===== src/flic_pkg.sv =====
// constants shared by the four-level interrupt controller, its port checker and its bench
// assumes a single system clock domain; all flag and source indices are fixed here
`default_nettype none

package flic_pkg;

	// ==========================================================
	// flag vector layout (external flags first so a loop can find them)
	localparam int unsigned NUM_EXT          = 3;
	localparam int unsigned F_EXT0           = 0;
	localparam int unsigned F_EXT1           = 1;
	localparam int unsigned F_EXT2           = 2;
	localparam int unsigned F_TMRA_OVF       = 3;
	localparam int unsigned F_TMRB_OVF       = 4;
	localparam int unsigned F_U0_RX          = 5;
	localparam int unsigned F_U0_TX          = 6;
	localparam int unsigned F_U1_RX          = 7;
	localparam int unsigned F_U1_TX          = 8;
	localparam int unsigned F_TC_OVF         = 9;
	localparam int unsigned F_TC_EXT         = 10;
	localparam int unsigned F_TC_LOW         = 11;
	localparam int unsigned F_TD_OVF         = 12;
	localparam int unsigned F_TD_EXT         = 13;
	localparam int unsigned F_TD_LOW         = 14;
	localparam int unsigned F_SPI_DONE       = 15;
	localparam int unsigned F_ADC_CONV       = 16;
	localparam int unsigned F_PCA_OVF        = 17;
	localparam int unsigned F_PCA_MATCH0     = 18;
	localparam int unsigned NUM_PCA_MATCH    = 6;
	localparam int unsigned F_RTC_OVF        = 24;
	localparam int unsigned F_BROWNOUT_A     = 25;
	localparam int unsigned F_BROWNOUT_B     = 26;
	localparam int unsigned F_WATCHDOG       = 27;
	localparam int unsigned F_SER_START      = 28;
	localparam int unsigned F_SER_STOP       = 29;
	localparam int unsigned F_KEYPAD         = 30;
	localparam int unsigned F_TWI            = 31;
	localparam int unsigned F_DMA_DONE       = 32;
	localparam int unsigned F_DMA_TMRA       = 33;
	localparam int unsigned F_DMA_TMRB       = 34;
	localparam int unsigned NUM_FLAGS        = 35;

	// ==========================================================
	// source indices, polling order is index order
	localparam int unsigned NUM_SRC          = 19;
	localparam int unsigned SRC_EXT0         = 0;
	localparam int unsigned SRC_TMRA         = 1;
	localparam int unsigned SRC_EXT1         = 2;
	localparam int unsigned SRC_TMRB         = 3;
	localparam int unsigned SRC_UART0        = 4;
	localparam int unsigned SRC_TMRC         = 5;
	localparam int unsigned SRC_EXT2         = 6;
	localparam int unsigned SRC_SPI          = 7;
	localparam int unsigned SRC_ADC          = 8;
	localparam int unsigned SRC_PCA          = 9;
	localparam int unsigned SRC_SYSFLAG      = 10;
	localparam int unsigned SRC_KEYPAD       = 11;
	localparam int unsigned SRC_TWI          = 12;
	localparam int unsigned SRC_UART1        = 14;
	localparam int unsigned SRC_TMRD         = 16;
	localparam int unsigned SRC_DMA          = 18;
	localparam logic [18:0] SRC_RESERVED     = 19'h2A000;

	// ==========================================================
	// vectors and levels
	localparam int unsigned SRC_IDX_W        = 5;
	localparam int unsigned VEC_W            = 16;
	localparam logic [15:0] VEC_BASE         = 16'h0003;
	localparam int unsigned VEC_STEP_SHIFT   = 3;
	localparam int unsigned NUM_LEVELS       = 4;

	// priority pair {high,low}: 11 is the top level, 00 the bottom
	typedef enum logic [1:0] {
		FLIC_LVL_LOWEST  = 2'b00,
		FLIC_LVL_THIRD   = 2'b01,
		FLIC_LVL_SECOND  = 2'b10,
		FLIC_LVL_HIGHEST = 2'b11
	} flic_level_type;

	localparam logic [3:0]  IN_SERVICE_RST   = 4'h0;

endpackage

`default_nettype wire


===== src/flic_controller.sv =====
// four-level interrupt controller: request flags, gating, priority, vector
// assumes peripherals pulse flag_hw_set on events and the cpu core drives the handshake inputs
//
// What this block does
// RL1: sixteen sources arbitrated with a four-level priority scheme.
// RL2: a request interrupts only when its enable and the global enable are set.
// RL3: software set or clear of any flag except a level-mode external flag acts exactly like hardware.
// RL4: equal-level ties resolved by polling order, index 0 first, 18 last.
// RL5: vector is 0003H plus eight per index; indices 13, 15, 17 unused.
// RL6: each external input selects level or transition activation by its type bit.
// RL7: vectoring clears an external flag only in transition mode.
// RL8: timer a and b overflow flags request and clear on vectoring.
// RL9: uart request is rx-done or tx-done; neither cleared on vectoring.
// RL10: timer c request ors overflow, external and split-mode low overflow; none cleared.
// RL11: timer d request ors overflow, external and split-mode low overflow; none cleared.
// RL12: spi done flag requests and stays set until software clears it.
// RL13: adc conversion flag requests and is not cleared on vectoring.
// RL14: counter-array request ors overflow and six match flags; none cleared.
// RL15: system request ors rtc, brownouts, watchdog, start, stop, optional uart0 tx.
// RL16: uart0 tx feeds the system request only while routing enable is set.
// RL17: system flags set by their events and not cleared on vectoring.
// RL18: keypad flag set on pattern match, persists until software clears it.
// RL19: two-wire flag set on each new bus state, not cleared on vectoring.
// RL20: each source has a high and a low priority bit.
// RL21: pair 11 is highest level, 10 second, 01 third, 00 lowest.
// RL22: only a strictly higher level preempts a handler in progress.
// RL23: flags sampled each cycle, polled next; vectoring blocked by service, instruction, writes.
// RL24: clearing the global enable disables every interrupt.
// RL25: dma request ors completion and two dma timer flags; none cleared.
// RL26: external pins are synchronised before level sampling or edge detection.
`timescale 1ns/100ps
`default_nettype none

module flic_controller (
	input  wire logic                         sys_clk,
	input  wire logic                         sys_rst,
	// external pins and their configuration
	input  wire logic                         ext_irq_pin_a,
	input  wire logic                         ext_irq_pin_b,
	input  wire logic                         ext_irq_pin_c,
	input  wire logic [2:0]                   ext_type_select,
	input  wire logic [2:0]                   ext_active_high,
	// flag events and software access
	input  wire logic [flic_pkg::NUM_FLAGS-1:0] flag_hw_set,
	input  wire logic [flic_pkg::NUM_FLAGS-1:0] sw_flag_set,
	input  wire logic [flic_pkg::NUM_FLAGS-1:0] sw_flag_clr,
	input  wire logic                         timer_c_split_mode,
	input  wire logic                         timer_d_split_mode,
	input  wire logic                         uart0_tx_sysflag_route,
	// enables and priority
	input  wire logic                         global_irq_enable,
	input  wire logic [flic_pkg::NUM_SRC-1:0] src_enable,
	input  wire logic [flic_pkg::NUM_SRC-1:0] prio_high,
	input  wire logic [flic_pkg::NUM_SRC-1:0] prio_low,
	// cpu handshake
	input  wire logic                         cpu_instr_final,
	input  wire logic                         cpu_block_insn,
	input  wire logic                         cpu_reti,
	// outputs
	output logic [flic_pkg::NUM_FLAGS-1:0]    flag_state_r,
	output logic [flic_pkg::NUM_SRC-1:0]      pending_r,
	output logic                              irq_vector_valid_r,
	output logic [flic_pkg::VEC_W-1:0]        irq_vector_addr_r,
	output logic [flic_pkg::SRC_IDX_W-1:0]    irq_source_r,
	output flic_pkg::flic_level_type          irq_level_r,
	output logic [flic_pkg::NUM_LEVELS-1:0]   in_service_r
);

	// ==========================================================
	// winner search: highest level wins, first index wins a tie
	// returns {found, level[1:0], index[4:0]}
	function automatic logic [7:0] flic_pick(
		input logic [18:0] pend,
		input logic [18:0] hi,
		input logic [18:0] lo
	);
		logic       found;
		logic [1:0] best_lvl;
		logic [4:0] best_idx;
		logic [1:0] lvl;
		found    = 1'b0;
		best_lvl = 2'b00;
		best_idx = 5'h00;
		for (int k = 0; k < flic_pkg::NUM_SRC; k++) begin
			lvl = {hi[k], lo[k]}; // [RL20] [RL21]
			if (pend[k] && (!found || lvl > best_lvl)) begin // [RL4]
				found    = 1'b1;
				best_lvl = lvl;
				best_idx = 5'(k);
			end
		end
		flic_pick = {found, best_lvl, best_idx};
	endfunction

	// ==========================================================
	// external inputs
	logic [2:0] ext_pins;
	logic [2:0] ext_level;
	logic [2:0] ext_edge;

	assign ext_pins = {ext_irq_pin_c, ext_irq_pin_b, ext_irq_pin_a};

	generate
		for (genvar e = 0; e < flic_pkg::NUM_EXT; e++) begin : g_ext
			flic_ext_input u_ext (
				.sys_clk      (sys_clk),
				.sys_rst      (sys_rst),
				.pin_in       (ext_pins[e]),
				.active_high  (ext_active_high[e]),
				.level_active (ext_level[e]),
				.edge_pulse   (ext_edge[e])
			);
		end
	endgenerate

	// ==========================================================
	// request flags
	logic [flic_pkg::NUM_FLAGS-1:0] hw_set;
	logic [flic_pkg::NUM_FLAGS-1:0] vec_clr;
	logic [flic_pkg::NUM_FLAGS-1:0] flag_nxt;
	logic [flic_pkg::NUM_FLAGS-1:0] f;

	assign f = flag_state_r;

	// external flag events come from the pin stage, the rest from peripherals
	generate
		for (genvar i = 0; i < flic_pkg::NUM_FLAGS; i++) begin : g_flag
			if (i < flic_pkg::NUM_EXT) begin : g_ext_flag
				assign hw_set[i] = ext_edge[i] & ext_type_select[i]; // [RL6]
				// level mode: the pin alone drives the flag, a software set lasts one cycle and a software clear has no effect
				assign flag_nxt[i] = ext_type_select[i]
					? (hw_set[i] | sw_flag_set[i] | (f[i] & ~(sw_flag_clr[i] | vec_clr[i]))) // [RL3]
					: (ext_level[i] | sw_flag_set[i]); // [RL6] [RL7]
			end else begin : g_per_flag
				assign hw_set[i] = flag_hw_set[i]; // [RL12] [RL17] [RL18] [RL19]
				// a hardware event in the clearing cycle is kept
				assign flag_nxt[i] = hw_set[i] | sw_flag_set[i] | (f[i] & ~(sw_flag_clr[i] | vec_clr[i])); // [RL3]
			end
		end
	endgenerate

	always_ff @(posedge sys_clk) begin
		if (sys_rst) begin
			flag_state_r <= '0;
		end else begin
			flag_state_r <= flag_nxt;
		end
	end

	// ==========================================================
	// per-source requests
	logic [flic_pkg::NUM_SRC-1:0] src_req;
	logic                         pca_any;
	logic                         sys_any;

	assign pca_any = |f[flic_pkg::F_PCA_MATCH0 +: flic_pkg::NUM_PCA_MATCH] | f[flic_pkg::F_PCA_OVF]; // [RL14]
	assign sys_any = f[flic_pkg::F_RTC_OVF] | f[flic_pkg::F_BROWNOUT_A] | f[flic_pkg::F_BROWNOUT_B]
		| f[flic_pkg::F_WATCHDOG] | f[flic_pkg::F_SER_START] | f[flic_pkg::F_SER_STOP]
		| (f[flic_pkg::F_U0_TX] & uart0_tx_sysflag_route); // [RL15] [RL16]

	always_comb begin
		src_req = '0;
		src_req[flic_pkg::SRC_EXT0]    = f[flic_pkg::F_EXT0];
		src_req[flic_pkg::SRC_TMRA]    = f[flic_pkg::F_TMRA_OVF]; // [RL8]
		src_req[flic_pkg::SRC_EXT1]    = f[flic_pkg::F_EXT1];
		src_req[flic_pkg::SRC_TMRB]    = f[flic_pkg::F_TMRB_OVF]; // [RL8]
		src_req[flic_pkg::SRC_UART0]   = f[flic_pkg::F_U0_RX] | f[flic_pkg::F_U0_TX]; // [RL9]
		src_req[flic_pkg::SRC_TMRC]    = f[flic_pkg::F_TC_OVF] | f[flic_pkg::F_TC_EXT]
			| (f[flic_pkg::F_TC_LOW] & timer_c_split_mode); // [RL10]
		src_req[flic_pkg::SRC_EXT2]    = f[flic_pkg::F_EXT2];
		src_req[flic_pkg::SRC_SPI]     = f[flic_pkg::F_SPI_DONE]; // [RL12]
		src_req[flic_pkg::SRC_ADC]     = f[flic_pkg::F_ADC_CONV]; // [RL13]
		src_req[flic_pkg::SRC_PCA]     = pca_any;
		src_req[flic_pkg::SRC_SYSFLAG] = sys_any;
		src_req[flic_pkg::SRC_KEYPAD]  = f[flic_pkg::F_KEYPAD]; // [RL18]
		src_req[flic_pkg::SRC_TWI]     = f[flic_pkg::F_TWI]; // [RL19]
		src_req[flic_pkg::SRC_UART1]   = f[flic_pkg::F_U1_RX] | f[flic_pkg::F_U1_TX]; // [RL9]
		src_req[flic_pkg::SRC_TMRD]    = f[flic_pkg::F_TD_OVF] | f[flic_pkg::F_TD_EXT]
			| (f[flic_pkg::F_TD_LOW] & timer_d_split_mode); // [RL11]
		src_req[flic_pkg::SRC_DMA]     = f[flic_pkg::F_DMA_DONE] | f[flic_pkg::F_DMA_TMRA]
			| f[flic_pkg::F_DMA_TMRB]; // [RL25]
	end

	// ==========================================================
	// sample stage: enabled requests are captured every cycle
	logic [flic_pkg::NUM_SRC-1:0] pending_nxt;

	assign pending_nxt = src_req & src_enable & {flic_pkg::NUM_SRC{global_irq_enable}}
		& ~flic_pkg::SRC_RESERVED; // [RL1] [RL2] [RL24] [RL23]

	always_ff @(posedge sys_clk) begin
		if (sys_rst) begin
			pending_r <= '0;
		end else begin
			pending_r <= pending_nxt;
		end
	end

	// ==========================================================
	// poll stage: pick a winner from the previous cycle's samples
	logic [7:0]                          pick;
	logic                                win_valid;
	logic [1:0]                          win_lvl;
	logic [flic_pkg::SRC_IDX_W-1:0]      win_idx;
	logic [flic_pkg::NUM_LEVELS-1:0]     at_or_above;
	logic                                svc_block;
	logic                                vec_fire;

	assign pick      = flic_pick(pending_r, prio_high, prio_low);
	assign win_valid = pick[7];
	assign win_lvl   = pick[6:5];
	assign win_idx   = pick[4:0];

	// any handler in progress at this level or above holds the request off
	assign at_or_above = 4'(4'hF << win_lvl);
	assign svc_block   = |(in_service_r & at_or_above); // [RL22]

	// global enable rechecked here so clearing it stops a request already sampled
	assign vec_fire = win_valid & ~svc_block & cpu_instr_final & ~cpu_block_insn
		& ~cpu_reti & global_irq_enable; // [RL23] [RL24]

	// ==========================================================
	// hardware clears on vectoring: timers a/b always, external only in transition mode
	always_comb begin
		vec_clr = '0;
		vec_clr[flic_pkg::F_EXT0]     = vec_fire && win_idx == 5'(flic_pkg::SRC_EXT0) && ext_type_select[0]; // [RL7]
		vec_clr[flic_pkg::F_EXT1]     = vec_fire && win_idx == 5'(flic_pkg::SRC_EXT1) && ext_type_select[1]; // [RL7]
		vec_clr[flic_pkg::F_EXT2]     = vec_fire && win_idx == 5'(flic_pkg::SRC_EXT2) && ext_type_select[2]; // [RL7]
		vec_clr[flic_pkg::F_TMRA_OVF] = vec_fire && win_idx == 5'(flic_pkg::SRC_TMRA); // [RL8]
		vec_clr[flic_pkg::F_TMRB_OVF] = vec_fire && win_idx == 5'(flic_pkg::SRC_TMRB); // [RL8]
	end

	// ==========================================================
	// in-service tracking, one bit per level; return ends the highest one
	logic [flic_pkg::NUM_LEVELS-1:0] reti_mask;
	logic [flic_pkg::NUM_LEVELS-1:0] vec_mask;
	logic [flic_pkg::NUM_LEVELS-1:0] in_service_nxt;
	logic [flic_pkg::VEC_W-1:0]      vec_addr;

	assign reti_mask = !cpu_reti        ? 4'h0 :
	                   in_service_r[3]  ? 4'h8 :
	                   in_service_r[2]  ? 4'h4 :
	                   in_service_r[1]  ? 4'h2 :
	                   in_service_r[0]  ? 4'h1 : 4'h0;
	assign vec_mask  = vec_fire ? 4'(4'h1 << win_lvl) : 4'h0;

	assign in_service_nxt = (in_service_r & ~reti_mask) | vec_mask; // [RL22]

	assign vec_addr = flic_pkg::VEC_BASE
		+ 16'({11'h000, win_idx} << flic_pkg::VEC_STEP_SHIFT); // [RL5]

	always_ff @(posedge sys_clk) begin
		if (sys_rst) begin
			in_service_r       <= flic_pkg::IN_SERVICE_RST;
			irq_vector_valid_r <= 1'b0;
			irq_vector_addr_r  <= flic_pkg::VEC_BASE;
			irq_source_r       <= 5'h00;
			irq_level_r        <= flic_pkg::FLIC_LVL_LOWEST;
		end else begin
			in_service_r       <= in_service_nxt;
			irq_vector_valid_r <= vec_fire;
			if (vec_fire) begin
				irq_vector_addr_r <= vec_addr;
				irq_source_r      <= win_idx;
				irq_level_r       <= flic_pkg::flic_level_type'(win_lvl);
			end
		end
	end

endmodule

`default_nettype wire


===== src/flic_ext_input.sv =====
// one external interrupt pin: synchroniser, polarity and transition detect
// assumes the pin is asynchronous to sys_clk; polarity select is quasi-static
`timescale 1ns/100ps
`default_nettype none

module flic_ext_input (
	input  wire logic sys_clk,
	input  wire logic sys_rst,
	input  wire logic pin_in,
	input  wire logic active_high,
	output logic      level_active,
	output logic      edge_pulse
);

	logic sync1_r;
	logic sync2_r;
	logic prev_active_r;

	// ==========================================================
	// synchroniser, the first stage feeds only the second
	always_ff @(posedge sys_clk) begin
		if (sys_rst) begin
			// reset to the idle level, so an active-low level-mode pin does not look asserted after reset
			sync1_r <= ~active_high;
			sync2_r <= ~active_high;
		end else begin
			sync1_r <= pin_in; // [RL26]
			sync2_r <= sync1_r;
		end
	end

	// ==========================================================
	// edge detect; previous state resets active, but the synchroniser resets idle, so a pin held active through reset gives an edge after release
	assign level_active = sync2_r ~^ active_high; // [RL26]

	always_ff @(posedge sys_clk) begin
		if (sys_rst) begin
			prev_active_r <= 1'b1;
		end else begin
			prev_active_r <= level_active;
		end
	end

	assign edge_pulse = level_active & ~prev_active_r;

endmodule

`default_nettype wire


===== config.mk =====
export PLATFORM = sky130hd
export DESIGN_NAME = flic_controller
export DESIGN_NICKNAME = d
export VERILOG_FILES = /design/src/flic_pkg.sv /design/src/flic_controller.sv /design/src/flic_ext_input.sv
export SDC_FILE = /design/constraint.sdc
export NUM_CORES = 1
export LEC_CHECK = 0
export ABC_AREA = 1
export BUFFER_PORTS_ARGS = -buffer_cell sky130_fd_sc_hd__buf_2
export CORE_MARGIN = 3
export CORE_UTILIZATION = 45
export DETAILED_ROUTE_END_ITERATION = 16
export GPL_ROUTABILITY_DRIVEN = 0
export GPL_TIMING_DRIVEN = 0
export PLACE_DENSITY = 0.82
export SLEW_MARGIN = 20
export SYNTH_ARGS = -nofsm -noshare
export SYNTH_HDL_FRONTEND = slang
export SYNTH_SLANG_ARGS = --single-unit

===== constraint.sdc =====
create_clock -name sys_clk -period 45.4 [get_ports sys_clk]
set_input_delay 6.81 -clock sys_clk [delete_from_list [all_inputs] [get_ports sys_clk]]
set_output_delay 6.81 -clock sys_clk [all_outputs]
set_load 0.02 [all_outputs]

==> results of run 1 <==
==> through the flow <==
| stage | instance area (µm²) | hold slack (ns) |
|---|---|---|
| floorplan | 4480 | 0.404 |
| global placement | 5810 | 0.407 |
| detailed placement | 5810 | 0.416 |
| CTS | 6070 | 0.437 |
| global route | 6070 | 0.473 |
| finish | 6070 | 0.433 |
==> layout make-up <==
type	count	area, µm²
clock buffer	10	138
tap	129	161
buffer	28	191
multi-input combinational	475	2460
inverter	102	385
clock inverter	6	116
antenna	3	7.51
fill	943	3340
timing repair buffer	234	1170
sequential	72	1440
==> cell usage in the layout, fill, tap and decap left out, drive strengths merged <==
master / Yosys / layout
buf: 22 / 256
nand2: 171 / 171
inv: 102 / 102
nor2: 92 / 92
dfxtp: 72 / 72
nand3: 49 / 49
o21ai: 40 / 40
nor3: 27 / 27
a21oi: 27 / 27
ha: 21 / 21
clkbuf: 6 / 16
conb: 2 / 14
or2: 7 / 7
o31ai: 6 / 6
a31oi: 4 / 4
diode: 0 / 3
xor2: 3 / 3
nand4: 3 / 3
nor3b: 3 / 3
bufinv: 0 / 3
clkinv: 0 / 3
o21bai: 2 / 2
and2: 1 / 1
o2111ai: 1 / 1
a21o: 1 / 1
a2111oi: 1 / 1
nor4: 1 / 1
o41ai: 1 / 1
==> cell usage after synthesis, types with 8 or more instances <==
| master | number | area (µm²) |
|---|---|---|
| nand2_1 | 137 | 514 |
| inv_1 | 96 | 360 |
| nor2_1 | 91 | 342 |
| dfxtp_1 | 72 | 1440 |
| nand3_1 | 36 | 180 |
| o21ai_0 | 36 | 180 |
| a21oi_1 | 27 | 135 |
| nor3_1 | 27 | 135 |
| nand2_2 | 26 | 163 |
| buf_4 | 21 | 158 |
| ha_1 | 21 | 263 |
| nand3_2 | 12 | 120 |
| nand2_4 | 8 | 90.1 |
==> path summary, 6_finish.rpt <==
kind / from / end / cells after the start / slack (ns)
worst min-delay path: g_ext[2].u_ext.sync1_r$_DFF_P_ / g_ext[2].u_ext.sync2_r$_DFF_P_ / 2 / 0.43
worst max-delay path: prio_high[0] / flag_state_r[1]$_SDFF_PP0_ / 115 / 22.86
worst max register to register: pending_r[0]$_SDFF_PP0_ / flag_state_r[1]$_SDFF_PP0_ / 114 / 28.93
worst min register to register: g_ext[2].u_ext.sync1_r$_DFF_P_ / g_ext[2].u_ext.sync2_r$_DFF_P_ / 2 / 0.43
==> state kept, by name (all words and copies together) (netlist names) <==
register,flops
pending_r,16
g_ext.u_ext.sync1_r,3
irq_level_r,2
g_ext.u_ext.prev_active_r,3
flag_state_r,35
irq_vector_addr_r,5
irq_vector_valid_r,1
g_ext.u_ext.sync2_r,3
in_service_r,4
==> cell families after synthesis <==
logic type	Yosys count	share of synthesized area, %
compound gates	83	10.2
xor+xnor	3	0.593
fa+ha+maj	21	5.93
buf+inv	130	13.0
flops	72	32.5
other cells	2	0.169
simple gates	354	37.6
==> per-layer routing <==
metal	track usage, %	vias up	wire, µm
met2	44.5	177	6990
met3	5.33	19	971
met4	8.72	2	274
li1	-	2597	-
met5	0	-	7
met1	29.6	2227	5910
==> critical path, delay by kind of cell <==
kind	cells	cell delay [ns]
buffers and inverters	11	0.76
and+or+nand+nor	64	6.03
adders and majority gates	15	4.32
AOI/OAI and AO/OA	25	4.91
==> power by group <==
| group | internal [mW] | switching (mW) |
|---|---|---|
| Combinational | 0.0201 | 0.0293 |
| Clock | 0.0383 | 0.0267 |
| Sequential | 0.0668 | 0.00283 |
==> out/qor.yml, run 1 <==
global_routing:
  antenna_found_initial: 4
  grt.overflow.total: 0
  grt_usage_pct: 25.0
  grt_max_degree: 14
  grt_pass1_wl_um: 22100
  grt_pass1_vias: 4838
clocking:
  clock-root-buffer: "clkbuf_8"
  cts_setup_buffers: 0
  cts_buffer_depth: 2
  cts_tree: "built"
  cts_num_sinks: 72
  htree_levels: 3
  ctsHoldBuffers: 0
  cts_resized: 0
  cts_buffers: 9
  clk_latency_ns: 0.35
  cts.clk_slew.worst_paths_ns: 0.08
sta:
  max_freq_mhz: 44.4
  timing.final.ws_setup_ns: 22.86
  worst_pin_slew_ns: 0.545
  slew_headroom_pct: 62.7
  skew_ns: 0.00784
  hold_viol_final: 0
  fin_setup_tns_ns: 0
  rsz0062_at_grt: "no"
  period_minus_slack_ns: 22.54
  period_share_pct: 49.6
  finalMaxSlewViolations: 0
  setup-violations-final: 0
finish:
  final_nets: 1123
  final_cells: 1059
  drive_gt1_share_pct: 35.8
  final_core_util_pct: 64.5
  synthToLayoutAreaGrowth_pct: 37.0
placement:
  port_buffers: 234
  placed_cells: 1040
  dp.final_hpwl_um: 12000
  post-place-ws_ns: 22.60
setup_path:
  critical_path_class: "primary input to register"
  crit_top_cell: "nand2_1"
  cp_data_required_time_ns: 45.69
  cp_slowest_cell: "or2_2"
  arrival_ns: 22.83
  path_max_fanout: 7
  cpPeakStageDelay_ns: 0.34
  worstSetupEndpointType: "register"
  start_kind: "primary input"
die:
  die_h_um: 105
  core_area_um2: 9420
  die_width_um: 105
  core.rowCount: 35
  num_io_pins: 262
  initial_core_util_pct: 47.1
  dieArea_um2: 11100
detailed_routing:
  routed_via_density: 4.74
  vias: 5022
  wl_um: 14200
  drt_first_pass_iters: 5
  postRouteAntennaNets: 0
  wire_per_inst_um: 13.4
  drtIter0Drc: 226
  drc: 0
pwr:
  ir_drop_mv: 0.0167
  leakage_nw: 3.55
  power_mw: 0.184
  p_per_area_nw_per_um2: 30.3
yosys:
  ys_async_sr_fraction_pct: 0
  yosysSeqAreaShare_pct: 32.5
  syn_area_um2: 4430
  ys_warn_count: 0
  synth_ff_type: "dfxtp_1"
  synth_area_per_cell_um2: 6.67
  synthCells: 665
  synthDistinctLibCells: 35
  synth-seq-cells: 72
  synth_edf_count: 0
job:
  max_cap_violations: 0
worst_hold_path:
  hold_path_class: "register to register"
outcome:
  status: "complete, no violations"
Power figures use the tool's default switching activity.
==> inputs of run 2 (changes only) <==
--- a/config.mk
+++ b/config.mk
@@ -8,11 +8,11 @@
 export ABC_AREA = 1
 export BUFFER_PORTS_ARGS = -buffer_cell sky130_fd_sc_hd__buf_2
 export CORE_MARGIN = 3
-export CORE_UTILIZATION = 45
+export CORE_UTILIZATION = 44
 export DETAILED_ROUTE_END_ITERATION = 16
 export GPL_ROUTABILITY_DRIVEN = 0
 export GPL_TIMING_DRIVEN = 0
-export PLACE_DENSITY = 0.82
+export PLACE_DENSITY = 0.81
 export SLEW_MARGIN = 20
 export SYNTH_ARGS = -nofsm -noshare
 export SYNTH_HDL_FRONTEND = slang
==> constraint.sdc (replaced) <==
create_clock -name sys_clk -period 21.8 [get_ports sys_clk]
set_input_delay 3.27 -clock sys_clk [delete_from_list [all_inputs] [get_ports sys_clk]]
set_output_delay 3.27 -clock sys_clk [all_outputs]
set_load 0.02 [all_outputs]
==> run 2 against run 1 <==
  * Combinational power rose by 110%
  * Cell area decreased by 0.64%
  * Cell count grew 0.28%
  * Sequential power rose by 110%
  * Clock power is 77% higher
  * Global-route usage down 1.5 points
  * Worst hold slack got worse by 0.0030 ns
  * Clock skew is 0.0038 ns higher
  * Critical path type unchanged
  * Critical endpoint unchanged
  * Largest cell class unchanged
  * Highest routed layer unchanged
==> out/qor.yml, run 2 (synthesis gave the netlist of run 1 again) <==
clocking:
  cts_tree: "built"
  cts_buffer_depth: 2
  cts_setup_buffers: 0
  clock-root-buffer: "clkbuf_8"
  cts_resized: 0
  cts.clk_slew.worst_paths_ns: 0.09
  htree_levels: 3
  cts_num_sinks: 72
  ctsHoldBuffers: 0
  clk_latency_ns: 0.35
  cts_buffers: 9
finish:
  final_cell_mix: "234 x buf_2, 137 x nand2_1, 96 x inv_1, 91 x nor2_1, 72 x dfxtp_1"
  final_nets: 1123
  multi_input_area_um2: 2460
  final-seq-area_um2: 1440
  drive_gt1_share_pct: 35.8
  reg_top3: "flag_state_r (35), pending_r (16), irq_vector_addr_r (5)"
  final_common_cell: "buf_2"
  final_core_util_pct: 61.7
  fillers: 972
  largest_register_ffs: 35
  max_flop_register: "flag_state_r"
  synthToLayoutAreaGrowth_pct: 36.1
detailed_routing:
  wire_per_inst_um: 13.0
  vias: 4943
  drtIter0Drc: 240
  routed_via_density: 4.65
  drc: 0
  drt_first_pass_iters: 5
  postRouteAntennaNets: 0
  wl_um: 13800
pwr:
  leakage_nw: 3.53
  seq_power_share_pct: 40.0
  ir_drop_mv: 0.0400
  swShare_pct: 34.2
  pwr-share-clk_pct: 31.6
  p_int_mw: 0.239
  pwr-share-comb_pct: 28.4
  p_per_area_nw_per_um2: 60.1
  switching_power_mw: 0.124
die:
  die_h_um: 106
  dieArea_um2: 11300
  num_io_pins: 262
  initial_core_util_pct: 45.4
  core_area_um2: 9770
  core.rowCount: 36
  die_width_um: 106
setup_path:
  arrival_ns: 19.46
  start_kind: "primary input"
  path_max_fanout: 7
  critical_path_class: "primary input to register"
  cp_data_required_time_ns: 22.08
  cpPeakStageDelay_ns: 0.35
  crit_top_cell: "nand2_1"
  worstSetupEndpointType: "register"
  cp_slowest_cell: "nor2_1"
sta:
  skew_ns: 0.0116
  slew_headroom_pct: 57.5
  fin_setup_tns_ns: 0
  setup-violations-final: 0
  worst_pin_slew_ns: 0.638
  finalMaxSlewViolations: 0
  period_minus_slack_ns: 19.17
  hold_viol_final: 0
  max_freq_mhz: 52.2
  period_share_pct: 88.0
  rsz0062_at_grt: "no"
global_routing:
  grt_usage_pct: 23.5
  antenna_found_initial: 3
  grt_pass1_vias: 4558
  grt_max_degree: 15
  grt_pass1_wl_um: 21100
  grt.overflow.total: 0
job:
  max_cap_violations: 0
placement:
  port_buffers: 234
  dp.final_hpwl_um: 11700
outcome:
  status: "complete, no violations"
worst_hold_path:
  hold_path_class: "register to register"
[run 2: cell count changes in the layout (fill, tap and decap cells not counted)]
cell and delta:
inv_8 +1, bufinv_16 -2, clkinvlp_4 +1, diode_2 -1, inv_6 +1, clkinv_4 -1
[run 2: worst max-delay path, delay by kind of cell]
family / cells / cell delay, ns
AOI/OAI and AO/OA: 25 / 4.86
buffers and inverters: 10 / 0.70
adders and majority gates: 15 / 4.30
and+or+nand+nor: 66 / 6.28
[run 2: cell type report]
cell class	count	area share [%]
Multi-Input combinational cell	475	40.8
Sequential cell	72	23.9
Tap cell	133	2.76
Timing Repair Buffer	234	19.4
Clock buffer	10	2.28
Inverter	102	6.39
Clock inverter	6	1.24
Antenna cell	2	0.0829
Buffer	28	3.17
[run 2: routing by layer]
layer	part of all wire (%)	vias up	track usage (%)
met5	0.058	-	0
met4	1.1	2	6.38
met3	7.4	12	5.10
met2	49	171	41.6
met1	42	2164	28.7
li1	-	2594	-
[run 2: stage by stage]
stage	cell area [µm²]	setup slack, ns	power (mW)	hold WS (ns)	instances
2_1_floorplan	4480	4.33	0.215	0.404	677
3_3_place_gp	5820	2.73	0.248	0.408	1044
3_5_place_dp	5820	2.38	0.251	0.413	1044
4_1_cts	6030	2.69	0.365	0.433	1060
5_1_grt	6030	0.784	0.384	0.457	1062
6_report	6030	2.63	0.362	0.430	1062
[run 2: final timing paths]
path	start	to	slack [ns]	cells after the start
worst max-delay path	prio_high[0]	flag_state_r[1]$_SDFF_PP0_	2.63	116
worst min-delay path	g_ext[2].u_ext.sync1_r$_DFF_P_	g_ext[2].u_ext.sync2_r$_DFF_P_	0.43	2
worst max register to register	pending_r[0]$_SDFF_PP0_	flag_state_r[1]$_SDFF_PP0_	5.16	115
worst min register to register	g_ext[2].u_ext.sync1_r$_DFF_P_	g_ext[2].u_ext.sync2_r$_DFF_P_	0.43	2
[run 2: power groups by stage]
| stage | combinational (mW) | clock [mW] | sequential [mW] |
|---|---|---|---|
| after floorplan | 0.0611 | 0 | 0.154 |
| after global placement | 0.101 | 0 | 0.148 |
| after detailed placement | 0.103 | 0 | 0.148 |
| after CTS | 0.103 | 0.117 | 0.145 |
| after global routing | 0.117 | 0.122 | 0.146 |
| final | 0.103 | 0.115 | 0.145 |
